==> src/logic/tfc_pkg.sv <==
// package for the timer compare channel block: register indices, field
// positions, reset values and output action codes.
// assumes a 32-bit ahb-lite bus with one register per aligned word.
package tfc_pkg;

    // ========================================================
    // register indices, byte address is four times the index
    // ========================================================
    localparam logic [9:0] TFC_IDX_CTL0 = 10'h0ec;
    localparam logic [9:0] TFC_IDX_CMP0 = 10'h0ed;
    localparam logic [9:0] TFC_IDX_CTL1 = 10'h0ee;
    localparam logic [9:0] TFC_IDX_CMP1 = 10'h0ef;
    localparam logic [9:0] TFC_IDX_PEND = 10'h0f0;
    localparam logic [9:0] TFC_IDX_ISTAT = 10'h0f1;
    localparam logic [9:0] TFC_IDX_IMASK = 10'h0f2;

    // ========================================================
    // control register fields
    // ========================================================
    localparam int TFC_CTL_IM_BIT = 6;
    localparam int TFC_CTL_ACT_LSB = 3;
    localparam int TFC_CTL_ACT_MSB = 5;
    localparam int TFC_CTL_EN_BIT = 2;
    localparam logic [7:0] TFC_CTL_WMASK = 8'h7c;
    localparam logic [7:0] TFC_CTL_RESET = 8'h40;
    localparam logic [7:0] TFC_CMP_RESET = 8'h00;
    localparam logic [1:0] TFC_IRQ_RESET = 2'h0;
    localparam logic [1:0] TFC_MASK_RESET = 2'h3;

    // ========================================================
    // counter landmarks
    // ========================================================
    localparam logic [7:0] TFC_CNT_ZERO = 8'h00;
    localparam logic [7:0] TFC_CNT_MAX = 8'hff;

    // ========================================================
    // output action codes
    // ========================================================
    localparam logic [2:0] TFC_ACT_SET = 3'h0;
    localparam logic [2:0] TFC_ACT_CLR = 3'h1;
    localparam logic [2:0] TFC_ACT_TGL = 3'h2;
    localparam logic [2:0] TFC_ACT_SET_UP = 3'h3;
    localparam logic [2:0] TFC_ACT_CLR_UP = 3'h4;
    localparam logic [2:0] TFC_ACT_SET_ALT = 3'h5;
    localparam logic [2:0] TFC_ACT_CLR_ALT = 3'h6;

    // ahb-lite transfer type and response
    localparam logic [1:0] TFC_HTRANS_NONSEQ = 2'h2;
    localparam logic [1:0] TFC_HTRANS_SEQ = 2'h3;
    localparam logic TFC_HRESP_OKAY = 1'b0;

endpackage

==> src/logic/tfc_compare.sv <==
// two compare channels sitting beside an 8-bit timer counter, with an
// ahb-lite register slave, pending flags and one level interrupt.
// assumes the counter, its direction and its mode come from logic on hclk.
`timescale 1ns/10ps

// Summary of operation
// - a channel match counts only when the counter becomes equal to its compare value
// - codes 000, 001, 010 set, clear, toggle the output on match
// - code 011 sets on up match, clears at zero or on down match
// - code 100 clears on up match, sets at zero or on down match
// - channel zero code 101 sets on match, clears at 0xff
// - channel zero code 110 clears on match, sets at 0x00
// - channel one code 101 sets on match, clears on channel zero match
// - channel one code 110 clears on match, sets on channel zero match
// - channel zero control bit 6 is interrupt mask, reset 1, 0 blocks
// - channel zero control bit 2 enables compare, reset 0
// - channel one control bit 2 enables compare, reset 0
// - channel zero compare value, 8-bit rw, reset 0x00, also counter top
// - channel one compare value, 8-bit rw, reset 0x00
// - up/down counting runs 0x00 to channel zero value and back
// - compare event sets pending flag; writing 0 clears, writing 1 ignored
module tfc_compare
    import tfc_pkg::*;
#(
    parameter int NUM_CH = 2
)
(
    input wire logic hclk,
    input wire logic hresetn,
    input wire logic hsel,
    input wire logic [31:0] haddr,
    input wire logic [1:0] htrans,
    input wire logic hwrite,
    input wire logic [2:0] hsize,
    input wire logic [31:0] hwdata,
    input wire logic hready,
    output logic hreadyout,
    output logic hresp,
    output logic [31:0] hrdata,
    input wire logic [7:0] timer_count_value,
    input wire logic count_down,
    input wire logic updown_mode,
    output logic [NUM_CH-1:0] chan_out,
    output logic [NUM_CH-1:0] chan_pending_irq,
    output logic irq
);

    // ========================================================
    // register state
    // ========================================================
    logic [7:0] ctl_q [NUM_CH];
    logic [7:0] cmp_q [NUM_CH];
    logic [NUM_CH-1:0] pend_q;
    logic [NUM_CH-1:0] istat_q;
    logic [NUM_CH-1:0] imask_q;
    logic [NUM_CH-1:0] out_q;
    logic [31:0] rdata_q;

    // ahb data-phase bookkeeping
    logic wr_pend_q;
    logic [9:0] wr_idx_q;
    logic [9:0] addr_idx;
    logic xfer;
    logic rd_req;
    logic wr_req;

    // counter tracking for equality edges
    logic [7:0] cnt_prev_q;
    logic cnt_valid_q;
    logic cnt_moved;

    // per channel events
    logic [NUM_CH-1:0] ch_match;
    logic [NUM_CH-1:0] ch_enable;
    logic [NUM_CH-1:0] ch_event;
    logic [NUM_CH-1:0] out_d;
    logic at_zero;
    logic at_max;
    logic ch0_hit;

    // ========================================================
    // ahb-lite slave front end
    // ========================================================
    // zero wait state slave: every transfer completes in one data phase
    assign hreadyout = 1'b1;
    assign hresp = TFC_HRESP_OKAY;
    assign hrdata = rdata_q;

    // address phase qualification, only word transfers are expected
    assign addr_idx = haddr[11:2];
    assign xfer = hsel && hready && (htrans == TFC_HTRANS_NONSEQ || htrans == TFC_HTRANS_SEQ);
    assign rd_req = xfer && !hwrite;
    assign wr_req = xfer && hwrite;

    // remember a write address until its data phase
    always_ff @(posedge hclk or negedge hresetn)
    begin
        if (!hresetn)
        begin
            wr_pend_q <= 1'b0;
            wr_idx_q <= 10'h000;
        end
        else
        begin
            wr_pend_q <= wr_req;
            if (wr_req)
            begin
                wr_idx_q <= addr_idx;
            end
        end
    end

    // read data captured in the address phase so hrdata comes from a flop
    // unmapped words read as zero; bit 7 and bits 1:0 of control read zero
    always_ff @(posedge hclk or negedge hresetn)
    begin
        if (!hresetn)
        begin
            rdata_q <= 32'h0000_0000;
        end
        else if (rd_req)
        begin
            unique case (addr_idx)
                TFC_IDX_CTL0: rdata_q <= {24'h00_0000, ctl_q[0] & TFC_CTL_WMASK};
                TFC_IDX_CMP0: rdata_q <= {24'h00_0000, cmp_q[0]};
                TFC_IDX_CTL1: rdata_q <= {24'h00_0000, ctl_q[1] & TFC_CTL_WMASK};
                TFC_IDX_CMP1: rdata_q <= {24'h00_0000, cmp_q[1]};
                TFC_IDX_PEND: rdata_q <= {30'h0000_0000, pend_q};
                TFC_IDX_ISTAT: rdata_q <= {30'h0000_0000, istat_q};
                TFC_IDX_IMASK: rdata_q <= {30'h0000_0000, imask_q};
                default: rdata_q <= 32'h0000_0000;
            endcase
        end
    end

    // ========================================================
    // configuration registers
    // ========================================================
    // control: mask resets to 1, enable and action to 0; reserved bits
    // are dropped on write, so a careless write of ones does no harm
    always_ff @(posedge hclk or negedge hresetn)
    begin
        if (!hresetn)
        begin
            ctl_q[0] <= TFC_CTL_RESET;
            ctl_q[1] <= TFC_CTL_RESET;
        end
        else if (wr_pend_q)
        begin
            if (wr_idx_q == TFC_IDX_CTL0)
            begin
                ctl_q[0] <= hwdata[7:0] & TFC_CTL_WMASK;
            end
            if (wr_idx_q == TFC_IDX_CTL1)
            begin
                ctl_q[1] <= hwdata[7:0] & TFC_CTL_WMASK;
            end
        end
    end

    // compare values; channel zero doubles as the counter top value
    always_ff @(posedge hclk or negedge hresetn)
    begin
        if (!hresetn)
        begin
            cmp_q[0] <= TFC_CMP_RESET;
            cmp_q[1] <= TFC_CMP_RESET;
        end
        else if (wr_pend_q)
        begin
            if (wr_idx_q == TFC_IDX_CMP0)
            begin
                cmp_q[0] <= hwdata[7:0];
            end
            if (wr_idx_q == TFC_IDX_CMP1)
            begin
                cmp_q[1] <= hwdata[7:0];
            end
        end
    end

    // interrupt mask register, same layout as the status register
    always_ff @(posedge hclk or negedge hresetn)
    begin
        if (!hresetn)
        begin
            imask_q <= TFC_MASK_RESET;
        end
        else if (wr_pend_q && wr_idx_q == TFC_IDX_IMASK)
        begin
            imask_q <= hwdata[NUM_CH-1:0];
        end
    end

    // ========================================================
    // counter edge detection
    // ========================================================
    // a match counts only when the counter moves onto the value, so a
    // suspended counter parked on the compare value fires just once
    always_ff @(posedge hclk or negedge hresetn)
    begin
        if (!hresetn)
        begin
            cnt_prev_q <= TFC_CNT_ZERO;
            cnt_valid_q <= 1'b0;
        end
        else
        begin
            cnt_prev_q <= timer_count_value;
            cnt_valid_q <= 1'b1;
        end
    end

    // counter taking a new value this cycle
    assign cnt_moved = cnt_valid_q && (timer_count_value != cnt_prev_q);
    assign at_zero = cnt_moved && (timer_count_value == TFC_CNT_ZERO);
    assign at_max = cnt_moved && (timer_count_value == TFC_CNT_MAX);
    // channel zero value is also the up/down turning point
    assign ch0_hit = cnt_moved && (timer_count_value == cmp_q[0]);

    // ========================================================
    // per channel compare and output action
    // ========================================================
    genvar g;
    generate
        for (g = 0; g < NUM_CH; g++)
        begin : g_ch
            logic [2:0] act;
            logic up_hit;
            logic dn_hit;

            assign act = ctl_q[g][TFC_CTL_ACT_MSB:TFC_CTL_ACT_LSB];
            assign ch_enable[g] = ctl_q[g][TFC_CTL_EN_BIT];
            assign ch_match[g] = cnt_moved && (timer_count_value == cmp_q[g]);
            // the unused action code raises no event, so no flag is set
            assign ch_event[g] = ch_enable[g] && ch_match[g] && (act <= TFC_ACT_CLR_ALT);
            // direction decides which half of an up/down period matched
            assign up_hit = ch_event[g] && !(updown_mode && count_down);
            assign dn_hit = ch_event[g] && updown_mode && count_down;

            // the per channel mask in the control register gates the request
            assign chan_pending_irq[g] = pend_q[g] && ctl_q[g][TFC_CTL_IM_BIT];

            // next output value; match actions are placed last so they win
            // when the compare value sits on zero or on the top value
            always_comb
            begin
                out_d[g] = out_q[g];
                if (ch_enable[g])
                begin
                    unique case (act)
                        TFC_ACT_SET: out_d[g] = ch_event[g] ? 1'b1 : out_q[g];
                        TFC_ACT_CLR: out_d[g] = ch_event[g] ? 1'b0 : out_q[g];
                        TFC_ACT_TGL: out_d[g] = ch_event[g] ? !out_q[g] : out_q[g];
                        TFC_ACT_SET_UP:
                        begin
                            if ((!updown_mode && at_zero) || dn_hit)
                                out_d[g] = 1'b0;
                            if (up_hit)
                                out_d[g] = 1'b1;
                        end
                        TFC_ACT_CLR_UP:
                        begin
                            if ((!updown_mode && at_zero) || dn_hit)
                                out_d[g] = 1'b1;
                            if (up_hit)
                                out_d[g] = 1'b0;
                        end
                        TFC_ACT_SET_ALT:
                        begin
                            if (g == 0 ? at_max : ch0_hit)
                                out_d[g] = 1'b0;
                            if (ch_event[g])
                                out_d[g] = 1'b1;
                        end
                        TFC_ACT_CLR_ALT:
                        begin
                            if (g == 0 ? at_zero : ch0_hit)
                                out_d[g] = 1'b1;
                            if (ch_event[g])
                                out_d[g] = 1'b0;
                        end
                        default: out_d[g] = out_q[g];
                    endcase
                end
            end

            // output pin flop; holds while disabled or on the unused code
            always_ff @(posedge hclk or negedge hresetn)
            begin
                if (!hresetn)
                begin
                    out_q[g] <= 1'b0;
                end
                else
                begin
                    out_q[g] <= out_d[g];
                end
            end
        end
    endgenerate

    assign chan_out = out_q;

    // ========================================================
    // pending flags and interrupt status
    // ========================================================
    // pending flags: written zero clears, written one ignored; a compare
    // event in the same cycle as the clear keeps the flag set
    always_ff @(posedge hclk or negedge hresetn)
    begin
        if (!hresetn)
        begin
            pend_q <= TFC_IRQ_RESET;
        end
        else
        begin
            if (wr_pend_q && wr_idx_q == TFC_IDX_PEND)
            begin
                pend_q <= (pend_q & hwdata[NUM_CH-1:0]) | ch_event;
            end
            else
            begin
                pend_q <= pend_q | ch_event;
            end
        end
    end

    // sticky status cleared by reading it; the read returns the value
    // before the clear, and a same-cycle event survives the clear
    always_ff @(posedge hclk or negedge hresetn)
    begin
        if (!hresetn)
        begin
            istat_q <= TFC_IRQ_RESET;
        end
        else if (rd_req && addr_idx == TFC_IDX_ISTAT)
        begin
            istat_q <= ch_event;
        end
        else
        begin
            istat_q <= istat_q | ch_event;
        end
    end

    // level interrupt: any status bit passing both masks
    always_ff @(posedge hclk or negedge hresetn)
    begin
        if (!hresetn)
        begin
            irq <= 1'b0;
        end
        else
        begin
            irq <= 1'b0;
            for (int i = 0; i < NUM_CH; i++)
            begin
                if (istat_q[i] && imask_q[i] && ctl_q[i][TFC_CTL_IM_BIT])
                    irq <= 1'b1;
            end
        end
    end

endmodule

==> config.mk <==
export PLATFORM = sky130hd
export DESIGN_NAME = tfc_compare
export DESIGN_NICKNAME = d
export VERILOG_FILES = /design/src/logic/tfc_pkg.sv /design/src/logic/tfc_compare.sv
export SDC_FILE = /design/constraint.sdc
export NUM_CORES = 1
export LEC_CHECK = 0
export BUFFER_PORTS_ARGS = -buffer_cell sky130_fd_sc_hd__buf_2
export CAP_MARGIN = 30
export CORE_MARGIN = 3
export CORE_UTILIZATION = 45
export DETAILED_ROUTE_END_ITERATION = 7
export PLACE_DENSITY = 0.84
export SYNTH_ARGS = -nofsm -noshare
export SYNTH_HDL_FRONTEND = slang
export SYNTH_SLANG_ARGS = --single-unit
==> constraint.sdc <==
create_clock -name hclk -period 1.85 [get_ports hclk]
set_input_delay 0.185 -clock hclk [delete_from_list [all_inputs] [get_ports hclk]]
set_output_delay 0.185 -clock hclk [all_outputs]
set_load 0.01 [all_outputs]
## Yosys cells after proc, flatten, opt, wreduce, memory -nomap -nowiden

Index checks and enable logic that the tools add are counted.

- Order comparisons: 2
- Eq/ne operators: 45
- Multiplexer cells: 29
- Bitwise gates (word level): 4
- Reduce and logical (&&, ||, !) cells: 49

Operators with widths:

| operator | count |
|---|---|
| $eq A10 B8 Y1 const B | 13 |
| $pmux W8 S7 | 1 |
| $logic_and A1 B1 Y1 | 30 |
| $mux W1 | 24 |
| $ne A3 B3 Y1 const B | 8 |
| $eq A3 B3 Y1 const B | 6 |
| $reduce_and A9 Y1 | 2 |
| $eq A8 B8 Y1 | 2 |
| $pmux W1 S7 | 2 |
| $reduce_bool A7 Y1 | 2 |
| $eq A3 B2 Y1 const B | 4 |
| $ne A2 B2 Y1 const B | 6 |
| $eq A8 B8 Y1 const B | 1 |
| $logic_not A8 Y1 | 1 |
| $ne A8 B8 Y1 | 1 |
| $reduce_and A2 Y1 | 4 |
| $eq A3 B1 Y1 const B | 2 |
| $le A3 B3 Y1 const B | 2 |
| $logic_not A3 Y1 | 2 |
| $or A2 B2 Y2 | 3 |
| $logic_not A1 Y1 | 5 |
| $eq A2 B2 Y1 const B | 2 |
| $mux W2 | 2 |
| $logic_or A1 B1 Y1 | 3 |
| $and A2 B2 Y2 | 1 |

- Flip-flop bits (word level): 87
- Output and inout bits: 39
- Word-level logic and storage cells: 144

## Longest topological paths before layout

Gate-level depths: netlist of the first run.

- Depth in word-level cells: 11
- Mapped depth: 7

## Least setup slack after synthesis of the first run

OpenSTA, ideal clock, no wires.

- Path kind: register -> register
- Start: reg cmp_q[10] (netlist bit)
- End: reg out_q[1], in the netlist chan_out[1]
- Data arrival time: 1.840 ns
- Setup slack: -0.115 ns
- Cell stages (with the launch flop): 7
- Path buffers: 0
- Cells stage by stage: dfrtp_1 xor2_1 nor4_4 o2111ai_2 or2_0 a311oi_2 mux2_2

- Cells in the longest elaborated chain, start to end: 4

Ends and longest elaborated chain:

| element | line | source |
|---|---|---|
| start: declaration | tfc_compare.sv:52 | `logic [7:0] cmp_q [NUM_CH];` |
| $eq A8 B8 Y1 (*) | tfc_compare.sv:219 | `assign ch0_hit = cnt_moved && (timer_count_value == cmp_q[0]);` |
| $logic_and A1 B1 Y1 (*) | tfc_compare.sv:219 |  |
| $ne A3 B3 Y1 (no line) | n/a |  |
| $reduce_and A9 Y1 (no line) (*) | n/a |  |
| end signal: indexed assignment | tfc_compare.sv:297 | `out_q[g] <= out_d[g];` |
| end: declaration | tfc_compare.sv:56 | `logic [NUM_CH-1:0] out_q;` |

Mark *: on every way between the ends. The rest lies on a longest branch, timed or not.
A chain may end at the register's enable or synchronous reset.

## Worst setup path after layout of the first run

- Start: reg cmp_q[14] (netlist bit)
- End: reg out_q[1], in the netlist chan_out[1]

Same word-level chain as after synthesis.

==> impl_metrics.json, run 1 <==
{
  "drv_slew": 0,
  "finalClockSkew_ps": 9.01,
  "combPwrFrac_pct": 14.1,
  "cts_sinks": 63,
  "wl_per_cell_um": 15.8,
  "cts_buffers": 9,
  "die_w_um": 92.9,
  "clockRootBuffer": "clkbuf_8",
  "power_leakage_nw": 1.98,
  "outcome": "finished, violations left",
  "grt_pass1_wl_mm": 12.9,
  "areaGrowthSynthToFinish_pct": 22.4,
  "diodes": 0,
  "post-route-period-util_pct": 115,
  "r2r-end": "chan_out[1]",
  "rsz0062_at_grt": "true",
  "r2r_setup_slack_ps": -280,
  "dr.pass1.iters": 4,
  "reg2reg_depth": 6,
  "timing_hold_violations_final": 0,
  "worst_pin_slew_ps": 498,
  "fp.dieArea_mm2": 0.00863,
  "grt_pass1_vias": 2601,
  "yosysMostFrequentCell": "dfrtp_1",
  "p_per_area_mw_per_mm2": 752,
  "clk_pin_slew_ps": 70,
  "required_ps": 2070,
  "dpl.hpwl_mm": 5.95,
  "die_height_um": 92.9,
  "clock_latency_ps": 340,
  "r2r-start": "cmp_q[14]",
  "synth_xor_area_share_pct": 6.18,
  "rows": 31,
  "hold_class": "in -> reg",
  "swShare_pct": 26.5,
  "cts_buffer_depth": 2,
  "internal_power_w": 0.00230,
  "final_cell_area_mm2": 0.00416,
  "p_clk_share_pct": 36.3,
  "io_buffer_count": 46,
  "synthTopCellsByCount": "59 x dfrtp_1, 52 x nand2_1, 29 x mux2_2, 26 x buf_4, 16 x xnor2_1",
  "yosys.area_share.adder_pct": 0,
  "critPathCaptureType": "flop",
  "maxCapViolations": 0,
  "htree_levels": 3,
  "violations": "setup timing",
  "peakVddDrop_mv": 0.300,
  "place_area_mm2": 0.00386,
  "crit_path_start_kind": "flop",
  "cts_tree": "built",
  "syn_area_mm2": 0.00340,
  "drt_wl_total_mm": 8.05,
  "setup_slack_ps": -280,
  "avgSynthCellArea_um2": 10.5,
  "hold_end": "wr_idx_q[8]",
  "seqPwrFrac_pct": 49.6,
  "synth_ff_type": "dfrtp_1",
  "async_flop_share_pct": 100,
  "synth_top_family_by_area": "simple AND/OR/NAND/NOR gates",
  "synth_edf_count": 0,
  "hp-start": "haddr[10]",
  "start_util_pct": 46.6,
  "netlist_instances": 325,
  "clock.fmax_mhz": 469,
  "cp.arrival_ps": 2350,
  "setup_tns_ps": -360,
  "path_max_fanout": 3,
  "synth-compound-area-share_pct": 7.40,
  "num_vias": 2645,
  "grt_usage_pct": 19.5,
  "critical_path_class": "reg -> reg",
  "finalSetupViolCount": 2,
  "drtIter0Drc": 152,
  "relSlewSlack_pct": 66.4,
  "power.switching_w": 0.000828,
  "seq_area_frac_synth_pct": 46.5,
  "core-area_mm2": 0.00729,
  "ys_top_cells_by_area": "dfrtp_1 43%, mux2_2 9.6%, buf_4 5.7%",
  "antenna_found_initial": 0,
  "synth_top_cell_area_share_pct": 43.4,
  "synthSimpleGateAreaFrac_pct": 16.2,
  "hold_depth": 3,
  "ios": 123,
  "ys_types": 46,
  "grt_overflow_total": 0,
  "min_period_ps": 2130,
  "nNetsFinal": 491,
  "yosysTopAreaCell": "dfrtp_1",
  "muxShareOfSynthArea_pct": 14.4,
  "ys_seq_elements": 63,
  "gp_congestion": 0.859,
  "ys.warnings.count": 0,
  "ant_nets": 0,
  "via_per_inst": 5.18,
  "grt_max_degree": 64,
  "final_layout_size_suffix_gt1_share_pct": 36.7,
  "route.detailed.drc": 0
}
metrics by stage:
stage	total power [W]	setup slack, ps	instances	utilization (%)	hold slack [ps]
after floorplan	0.00185	-109	350	-	-111
after global placement	0.00197	-220	489	53.0	211
after detailed placement	0.00199	-231	489	53.0	218
after CTS	0.00314	-235	508	56.1	34.1
after global routing	0.00328	-373	511	57.1	36.6
final	0.00313	-280	511	57.1	50.5
critical path, cell delays in order (launching register included):
cell	delay (ps)
dfrtp_1	410
xor2_1	190
nor4_4	340
o2111ai_2	210
or2_1	280
a311oi_2	220
mux2_2	360
worst max path at each step:
stage	from	end	slack, ps	cells after the start
5_1_grt	cmp_q[14]	chan_out[1]	-370	6
6_report	cmp_q[14]	chan_out[1]	-280	6
3_3_place_gp	cmp_q[15]	chan_out[1]	-220	6
2_1_floorplan	cmp_q[15]	chan_out[1]	-110	6
3_5_place_dp	cmp_q[7]	chan_out[1]	-230	7
4_1_cts	cmp_q[6]	chan_out[1]	-230	6
sequential cells by signal, indices dropped and copies added (netlist names), 2 cells and up:
signal,flops
ch_enable,2
chan_out,2
cmp_q,16
cnt_prev_q,8
ctl_q,8
hrdata,8
imask_q,2
istat_q,2
pend_q,2
wr_idx_q,10
power groups by stage:
stage                     registers, W  clock network, W  logic (W)
final                          0.00155           0.00114   0.000441
after CTS                      0.00154           0.00116   0.000432
after detailed placement       0.00157                 0   0.000424
after global routing           0.00156           0.00123   0.000488
after global placement         0.00156                 0   0.000407
after floorplan                0.00156                 0   0.000293
logic make-up (layout without fill, tap and decap cells):
group / Yosys count / count (layout)
AO/OA/AOI/OAI: 39 / 39
other: 2 / 27
buffers and inverters: 50 / 112
flip-flops: 63 / 63
XOR/XNOR: 24 / 24
multiplexers: 39 / 39
AND/OR/NAND/NOR: 108 / 108
timing repair:
action                                 in CTS  in global routing
buffers inserted                            2                  3
pin swaps                                   2                  5
setup endpoints to repair                   2                 14
endpoints found under the hold margin      59                  0
hold buffers                                1                  0
gates cloned                                0                  0
gates resized for setup                     4                 14
layout by cell type, fill, tap and decap left out, types with 2 or more instances in the layout:
master / netlist / layout
nor4_4: 2 / 2
nand4_1: 10 / 10
dfrtp_1: 59 / 59
nand3b_1: 2 / 2
or2_1: 1 / 2
buf_12: 0 / 2
or3_4: 0 / 2
nor2b_2: 0 / 2
a31oi_1: 3 / 3
mux2i_1: 5 / 5
xnor2_1: 16 / 16
and2_1: 2 / 2
nand3_1: 9 / 9
buf_2: 2 / 46
clkbuf_8: 0 / 13
and4_1: 2 / 2
nand2_1: 52 / 51
conb_1: 2 / 27
xor2_1: 8 / 7
mux4_2: 5 / 5
mux2_4: 0 / 8
nor2_1: 11 / 11
buf_4: 26 / 37
nor4_1: 2 / 2
dfstp_2: 4 / 4
o22ai_1: 3 / 3
mux2_2: 29 / 21
a21oi_1: 9 / 9
o21ai_0: 14 / 13
nor2b_1: 5 / 3
nor3_1: 2 / 2
inv_1: 10 / 10
a22o_1: 3 / 3
nor3b_1: 2 / 2
area by class of cell:
type	instances	area, um^2
Timing Repair Buffer	86	558
Inverter	10	37.5
Clock buffer	14	183
Multi-Input combinational cell	237	1660
Sequential cell	63	1580
Tap cell	99	124
Fill cell	588	3130
Clock inverter	2	12.5
routing by layer:
layer | global-route usage (%) | wire length (um) | up-vias
li1 | - | - | 1238
met1 | 24.1 | 3390 | 1297
met2 | 33.1 | 4050 | 97
met3 | 4.31 | 470 | 13
met4 | 7.81 | 143 | 0
met5 | 0 | 0 | -
Note: power is estimated with default switching activity, not from simulation.
==> run 2, diff against run 1 <==
MAX_ROUTING_LAYER = met4   (was default)
==> run 2 against run 1 <==
  * The flow still finishes with violations (setup timing)
  * Worst hold slack worse by 4.1 ps
  * Sequential share of layout area is the same
  * Utilization stayed put
  * Die area did not move
  * Critical path depth stayed put
  * Clock power about the same
  * Final cell count did not move
  * Combinational power about the same
  * Critical endpoint unchanged
  * Largest cell class unchanged
==> impl_metrics.json, run 2 (same netlist as run 1, synthesis figures left out) <==
{
  "outcome": "finished, violations left",
  "relSlewSlack_pct": 66.2,
  "dpl.hpwl_mm": 5.95,
  "final_common_cell": "dfrtp_1",
  "finalPower_w": 0.00314,
  "nNetsFinal": 491,
  "gp_congestion": 0.873,
  "wl_per_cell_um": 15.8,
  "grt_pass1_wl_mm": 12.9,
  "peakVddDrop_mv": 0.304,
  "route.detailed.drc": 0,
  "timing_hold_violations_final": 0,
  "crit_path_start_kind": "flop",
  "post-route-period-util_pct": 115,
  "start_util_pct": 46.6,
  "top_register": "cmp_q",
  "drt_wl_total_mm": 8.08,
  "setup_slack_ps": -284,
  "die_w_um": 92.9,
  "cts_buffers": 9,
  "internal_power_w": 0.00230,
  "grt_pass1_vias": 2604,
  "r2r-start": "cmp_q[14]",
  "drv_slew": 0,
  "path_max_fanout": 3,
  "slowest_delay_ps": 410,
  "cp.arrival_ps": 2360,
  "antenna_found_initial": 0,
  "core-area_mm2": 0.00729,
  "finalClockSkew_ps": 9.53,
  "dr.pass1.iters": 4,
  "maxCapViolations": 0,
  "drtIter0Drc": 195,
  "ant_nets": 0,
  "critical_path_class": "reg -> reg",
  "clock.fmax_mhz": 469,
  "combPwrFrac_pct": 14.1,
  "p_clk_share_pct": 36.4,
  "swShare_pct": 26.7,
  "layout_common_cells": "59 x dfrtp_1, 51 x nand2_1, 46 x buf_2",
  "rsz0062_at_grt": "true",
  "cts_buffer_depth": 2,
  "htree_levels": 3,
  "io_buffer_count": 46,
  "num_vias": 2645,
  "grt_max_degree": 64,
  "required_ps": 2070,
  "power_leakage_nw": 1.98,
  "min_period_ps": 2130,
  "die_height_um": 92.9,
  "critPathCaptureType": "flop",
  "fp.dieArea_mm2": 0.00863,
  "critPathTopFamily": "simple AND/OR/NAND/NOR gates",
  "slowest_stage": "dfrtp_1",
  "setup_tns_ps": -361,
  "clk_pin_slew_ps": 70,
  "finalSetupViolCount": 2,
  "crit_start": "cmp_q[14]",
  "largest_reg_flops": 16,
  "violations": "setup timing",
  "grt_usage_pct": 20.0,
  "power.switching_w": 0.000836,
  "final_layout_size_suffix_gt1_share_pct": 36.7,
  "p_per_area_mw_per_mm2": 754,
  "diodes": 0,
  "cts_sinks": 63,
  "largestRegisters": "cmp_q (16), wr_idx_q (10)",
  "ios": 123,
  "hp-start": "haddr[10]",
  "path_cells": "xor2_1 -> nor4_4 -> o2111ai_2 -> or2_1 -> a311oi_2 -> mux2_2",
  "path_buf_inv": 0,
  "rows": 31,
  "dp_worst_setup_slack_ps": -231,
  "hold_class": "in -> reg",
  "grt_overflow_total": 0,
  "clock_latency_ps": 340,
  "via_per_inst": 5.18,
  "cts_tree": "built",
  "seqPwrFrac_pct": 49.5,
  "areaGrowthSynthToFinish_pct": 22.4,
  "clockRootBuffer": "clkbuf_8",
  "worst_pin_slew_ps": 501
}
[run 2: cell counts in the layout (fill, tap and decap cells not counted)]
No cell type changed its count.
[run 2: stage by stage]
| step | util (%) | instances | instance area, um^2 | hold WS (ps) |
|---|---|---|---|---|
| 6_report | 57.1 | 511 | 4160 | 46.4 |
| 5_1_grt | 57.1 | 511 | 4160 | 36.6 |
| 4_1_cts | 56.1 | 508 | 4090 | 34.1 |
| 3_5_place_dp | 53.0 | 489 | 3860 | 218 |
| 3_3_place_gp | 53.0 | 489 | 3860 | 211 |
| 2_1_floorplan | - | 350 | 3500 | -111 |
[run 2: layer usage]
layer	GRT usage, %	wire [um]	vias to the layer above
met3	3.90	439	17
met2	33.1	4040	95
li1	-	-	1241
met5	-	0	-
met4	7.81	153	0
met1	24.3	3450	1292
[run 2: worst paths after layout]
kind	to	slack (ps)	cells after the start
max	chan_out[1]	-280	6
min	wr_idx_q[8]	50	3
max reg2reg	chan_out[1]	-280	6
min reg2reg	wr_idx_q[7]	480	2
max in group asynchronous	ctl_q[14]	1150	3
min in group asynchronous	wr_idx_q[9]	400	3
[run 2: power groups by stage]
stage | sequential (W) | clock, W | combinational (W)
5_1_grt | 0.00156 | 0.00123 | 0.000488
4_1_cts | 0.00154 | 0.00116 | 0.000432
2_1_floorplan | 0.00156 | 0 | 0.000293
3_5_place_dp | 0.00157 | 0 | 0.000424
6_report | 0.00155 | 0.00114 | 0.000441
3_3_place_gp | 0.00156 | 0 | 0.000407
[run 2: worst reg2reg max path, stage by stage (launching register included)]
cell and delay, ps:
dfrtp_1 410, xor2_1 190, nor4_4 340, o2111ai_2 210, or2_1 280, a311oi_2 220
mux2_2 360
[run 2: timing repair]
item	4_1_cts	5_1_grt
gates resized for setup	4	14
buffers inserted	2	3
hold buffers	1	0
cloned	0	0
setup endpoints to repair	2	14
pin swaps	2	5
endpoints found under the hold margin	59	0
[run 2: cell type report]
cell class,count,area (um^2)
clock buffers,14,183
well taps,99,124
flip-flops and latches,63,1580
multi-input cells,237,1660
clock inverters,2,12.5
inverters,10,37.5
repair buffers,86,558
fillers,588,3130
==> run 3, diff against run 2 <==
CORE_UTILIZATION = 46   (was 45)
CTS_BUF_LIST = sky130_fd_sc_hd__clkbuf_8   (was default)
PLACE_DENSITY = 0.86   (was 0.84)
==> run 3 against run 2 <==
  * Global-route usage up 1.1 points
  * Sequential power about the same
  * Flip-flop and latch count unchanged
  * Critical path depth unchanged
  * Clock-buffer cell count down 4
  * Wire length up 4.7%
  * Design area up 2.0%
  * Maximum frequency up 2.8%
  * The run still ends with setup timing left
==> impl_metrics.json, run 3 (same netlist as run 1, synthesis figures left out) <==
{
  "outcome": "finished, violations left",
  "n_fill_cell": 537,
  "min_period_ps": 2080,
  "ios": 123,
  "rows": 30,
  "timing_hold_violations_final": 0,
  "via_per_inst": 5.38,
  "internal_power_w": 0.00246,
  "top_register": "cmp_q",
  "largestRegisters": "cmp_q (16), wr_idx_q (10)",
  "maxCapViolations": 0,
  "setup_slack_ps": -226,
  "die_height_um": 92.0,
  "grt_pass1_vias": 2820,
  "crit_path_start_kind": "flop",
  "relSlewSlack_pct": 65.7,
  "fp.dieArea_mm2": 0.00846,
  "nNetsFinal": 494,
  "p_per_area_mw_per_mm2": 782,
  "power_leakage_nw": 2.03,
  "power.switching_w": 0.000865,
  "finalPower_w": 0.00332,
  "seqPwrFrac_pct": 47.0,
  "antenna_found_initial": 1,
  "place_area_mm2": 0.00390,
  "post-route-period-util_pct": 112,
  "clockRootBuffer": "clkbuf_8",
  "violations": "setup timing",
  "die_w_um": 92.0,
  "clk_pin_slew_ps": 70,
  "cp.arrival_ps": 2300,
  "gp_congestion": 0.878,
  "cts_tree": "built",
  "peakVddDrop_mv": 0.307,
  "route.detailed.drc": 0,
  "swShare_pct": 26.1,
  "largest_reg_flops": 16,
  "drt_wl_total_mm": 8.46,
  "path_max_fanout": 3,
  "grt_pass1_wl_mm": 13.5,
  "grt_usage_pct": 21.1,
  "rsz0062_at_grt": "true",
  "hold_class": "in -> reg",
  "combPwrFrac_pct": 13.7,
  "p_clk_share_pct": 39.3,
  "cts_sinks": 63,
  "cts_buffers": 9,
  "required_ps": 2080,
  "grt_max_degree": 64,
  "start_util_pct": 48.7,
  "worst_pin_slew_ps": 510,
  "areaGrowthSynthToFinish_pct": 24.8,
  "layout_common_cells": "59 x dfrtp_1, 51 x nand2_1, 46 x buf_2",
  "ant_nets": 0,
  "final_cell_area_mm2": 0.00424,
  "finalClockSkew_ps": 9.60,
  "core-area_mm2": 0.00698,
  "drv_slew": 0,
  "clock.fmax_mhz": 482,
  "final_layout_size_suffix_gt1_share_pct": 38.1,
  "num_vias": 2756,
  "dp_worst_setup_slack_ps": -259,
  "drtIter0Drc": 139,
  "htree_levels": 3,
  "dpl.hpwl_mm": 5.98,
  "cts_buffer_depth": 2,
  "wl_per_cell_um": 16.5,
  "clock_latency_ps": 350,
  "critPathCaptureType": "flop",
  "setup_tns_ps": -251,
  "finalSetupViolCount": 2,
  "dr.pass1.iters": 4,
  "io_buffer_count": 46,
  "grt_overflow_total": 0,
  "critical_path_class": "reg -> reg",
  "final_common_cell": "dfrtp_1"
}
[run 3: worst paths after layout]
path | cells after the start | endpoint | from | slack, ps
max in group asynchronous | 3 | ctl_q[14] | hresetn | 1160
worst max-delay path | 6 | chan_out[1] | cmp_q[5] | -230
worst min register to register | 2 | hrdata[4] | hrdata[4] | 480
worst max register to register | 6 | chan_out[1] | cmp_q[5] | -230
worst min-delay path | 3 | wr_idx_q[9] | haddr[11] | 40
min in group asynchronous | 3 | wr_idx_q[2] | hresetn | 400
[run 3: cell type report]
class | count | area, um^2 | share of cell area [%]
Multi-Input combinational cell | 237 | 1700 | 40.0
Sequential cell | 63 | 1580 | 37.3
Timing Repair Buffer | 89 | 588 | 13.9
Clock buffer | 10 | 138 | 3.24
Tap cell | 96 | 120 | 2.83
Clock inverter | 6 | 78.8 | 1.86
Inverter | 10 | 37.5 | 0.884
Antenna cell | 1 | 2.50 | 0.0590
[run 3: metrics by stage]
stage               util, %  hold slack (ps)  std cells
floorplan                 -             -111        350
global placement       55.8              217        491
detailed placement     55.8              229        491
CTS                    59.6             30.5        509
global route           60.8             40.5        512
finish                 60.8             36.1        512
[run 3: routing by layer]
metal | routed length [um] | track usage (%) | share of wire [%]
met1 | 3470 | 24.2 | 41
met5 | 0 | - | 0
met3 | 517 | 4.43 | 6.1
met4 | 313 | 10.9 | 3.7
met2 | 4150 | 35.0 | 49
[run 3: worst max-delay path, cell delays in order (launching register included)]
cell and delay (ps):
dfrtp_1 420, xnor2_1 170, nand4_1 160, or3_4 370, or2_4 250, a311oi_2 270
mux2_4 320
[run 3: repair_timing]
| action | 4_1_cts | 5_1_grt |
|---|---|---|
| pin swaps | 6 | 7 |
| gates resized for setup | 7 | 19 |
| endpoints found under the hold margin | 59 | 0 |
| endpoints found under the setup margin | 10 | 10 |
| buffers inserted | 1 | 3 |
| hold buffers | 1 | 0 |
[run 3: power by group through the flow]
stage,Clock [W],Sequential [W],Combinational (W)
global placement,0,0.00156,0.000414
global route,0.00137,0.00157,0.000500
floorplan,0,0.00156,0.000293
detailed placement,0,0.00157,0.000431
finish,0.00130,0.00156,0.000454
CTS,0.00132,0.00155,0.000445
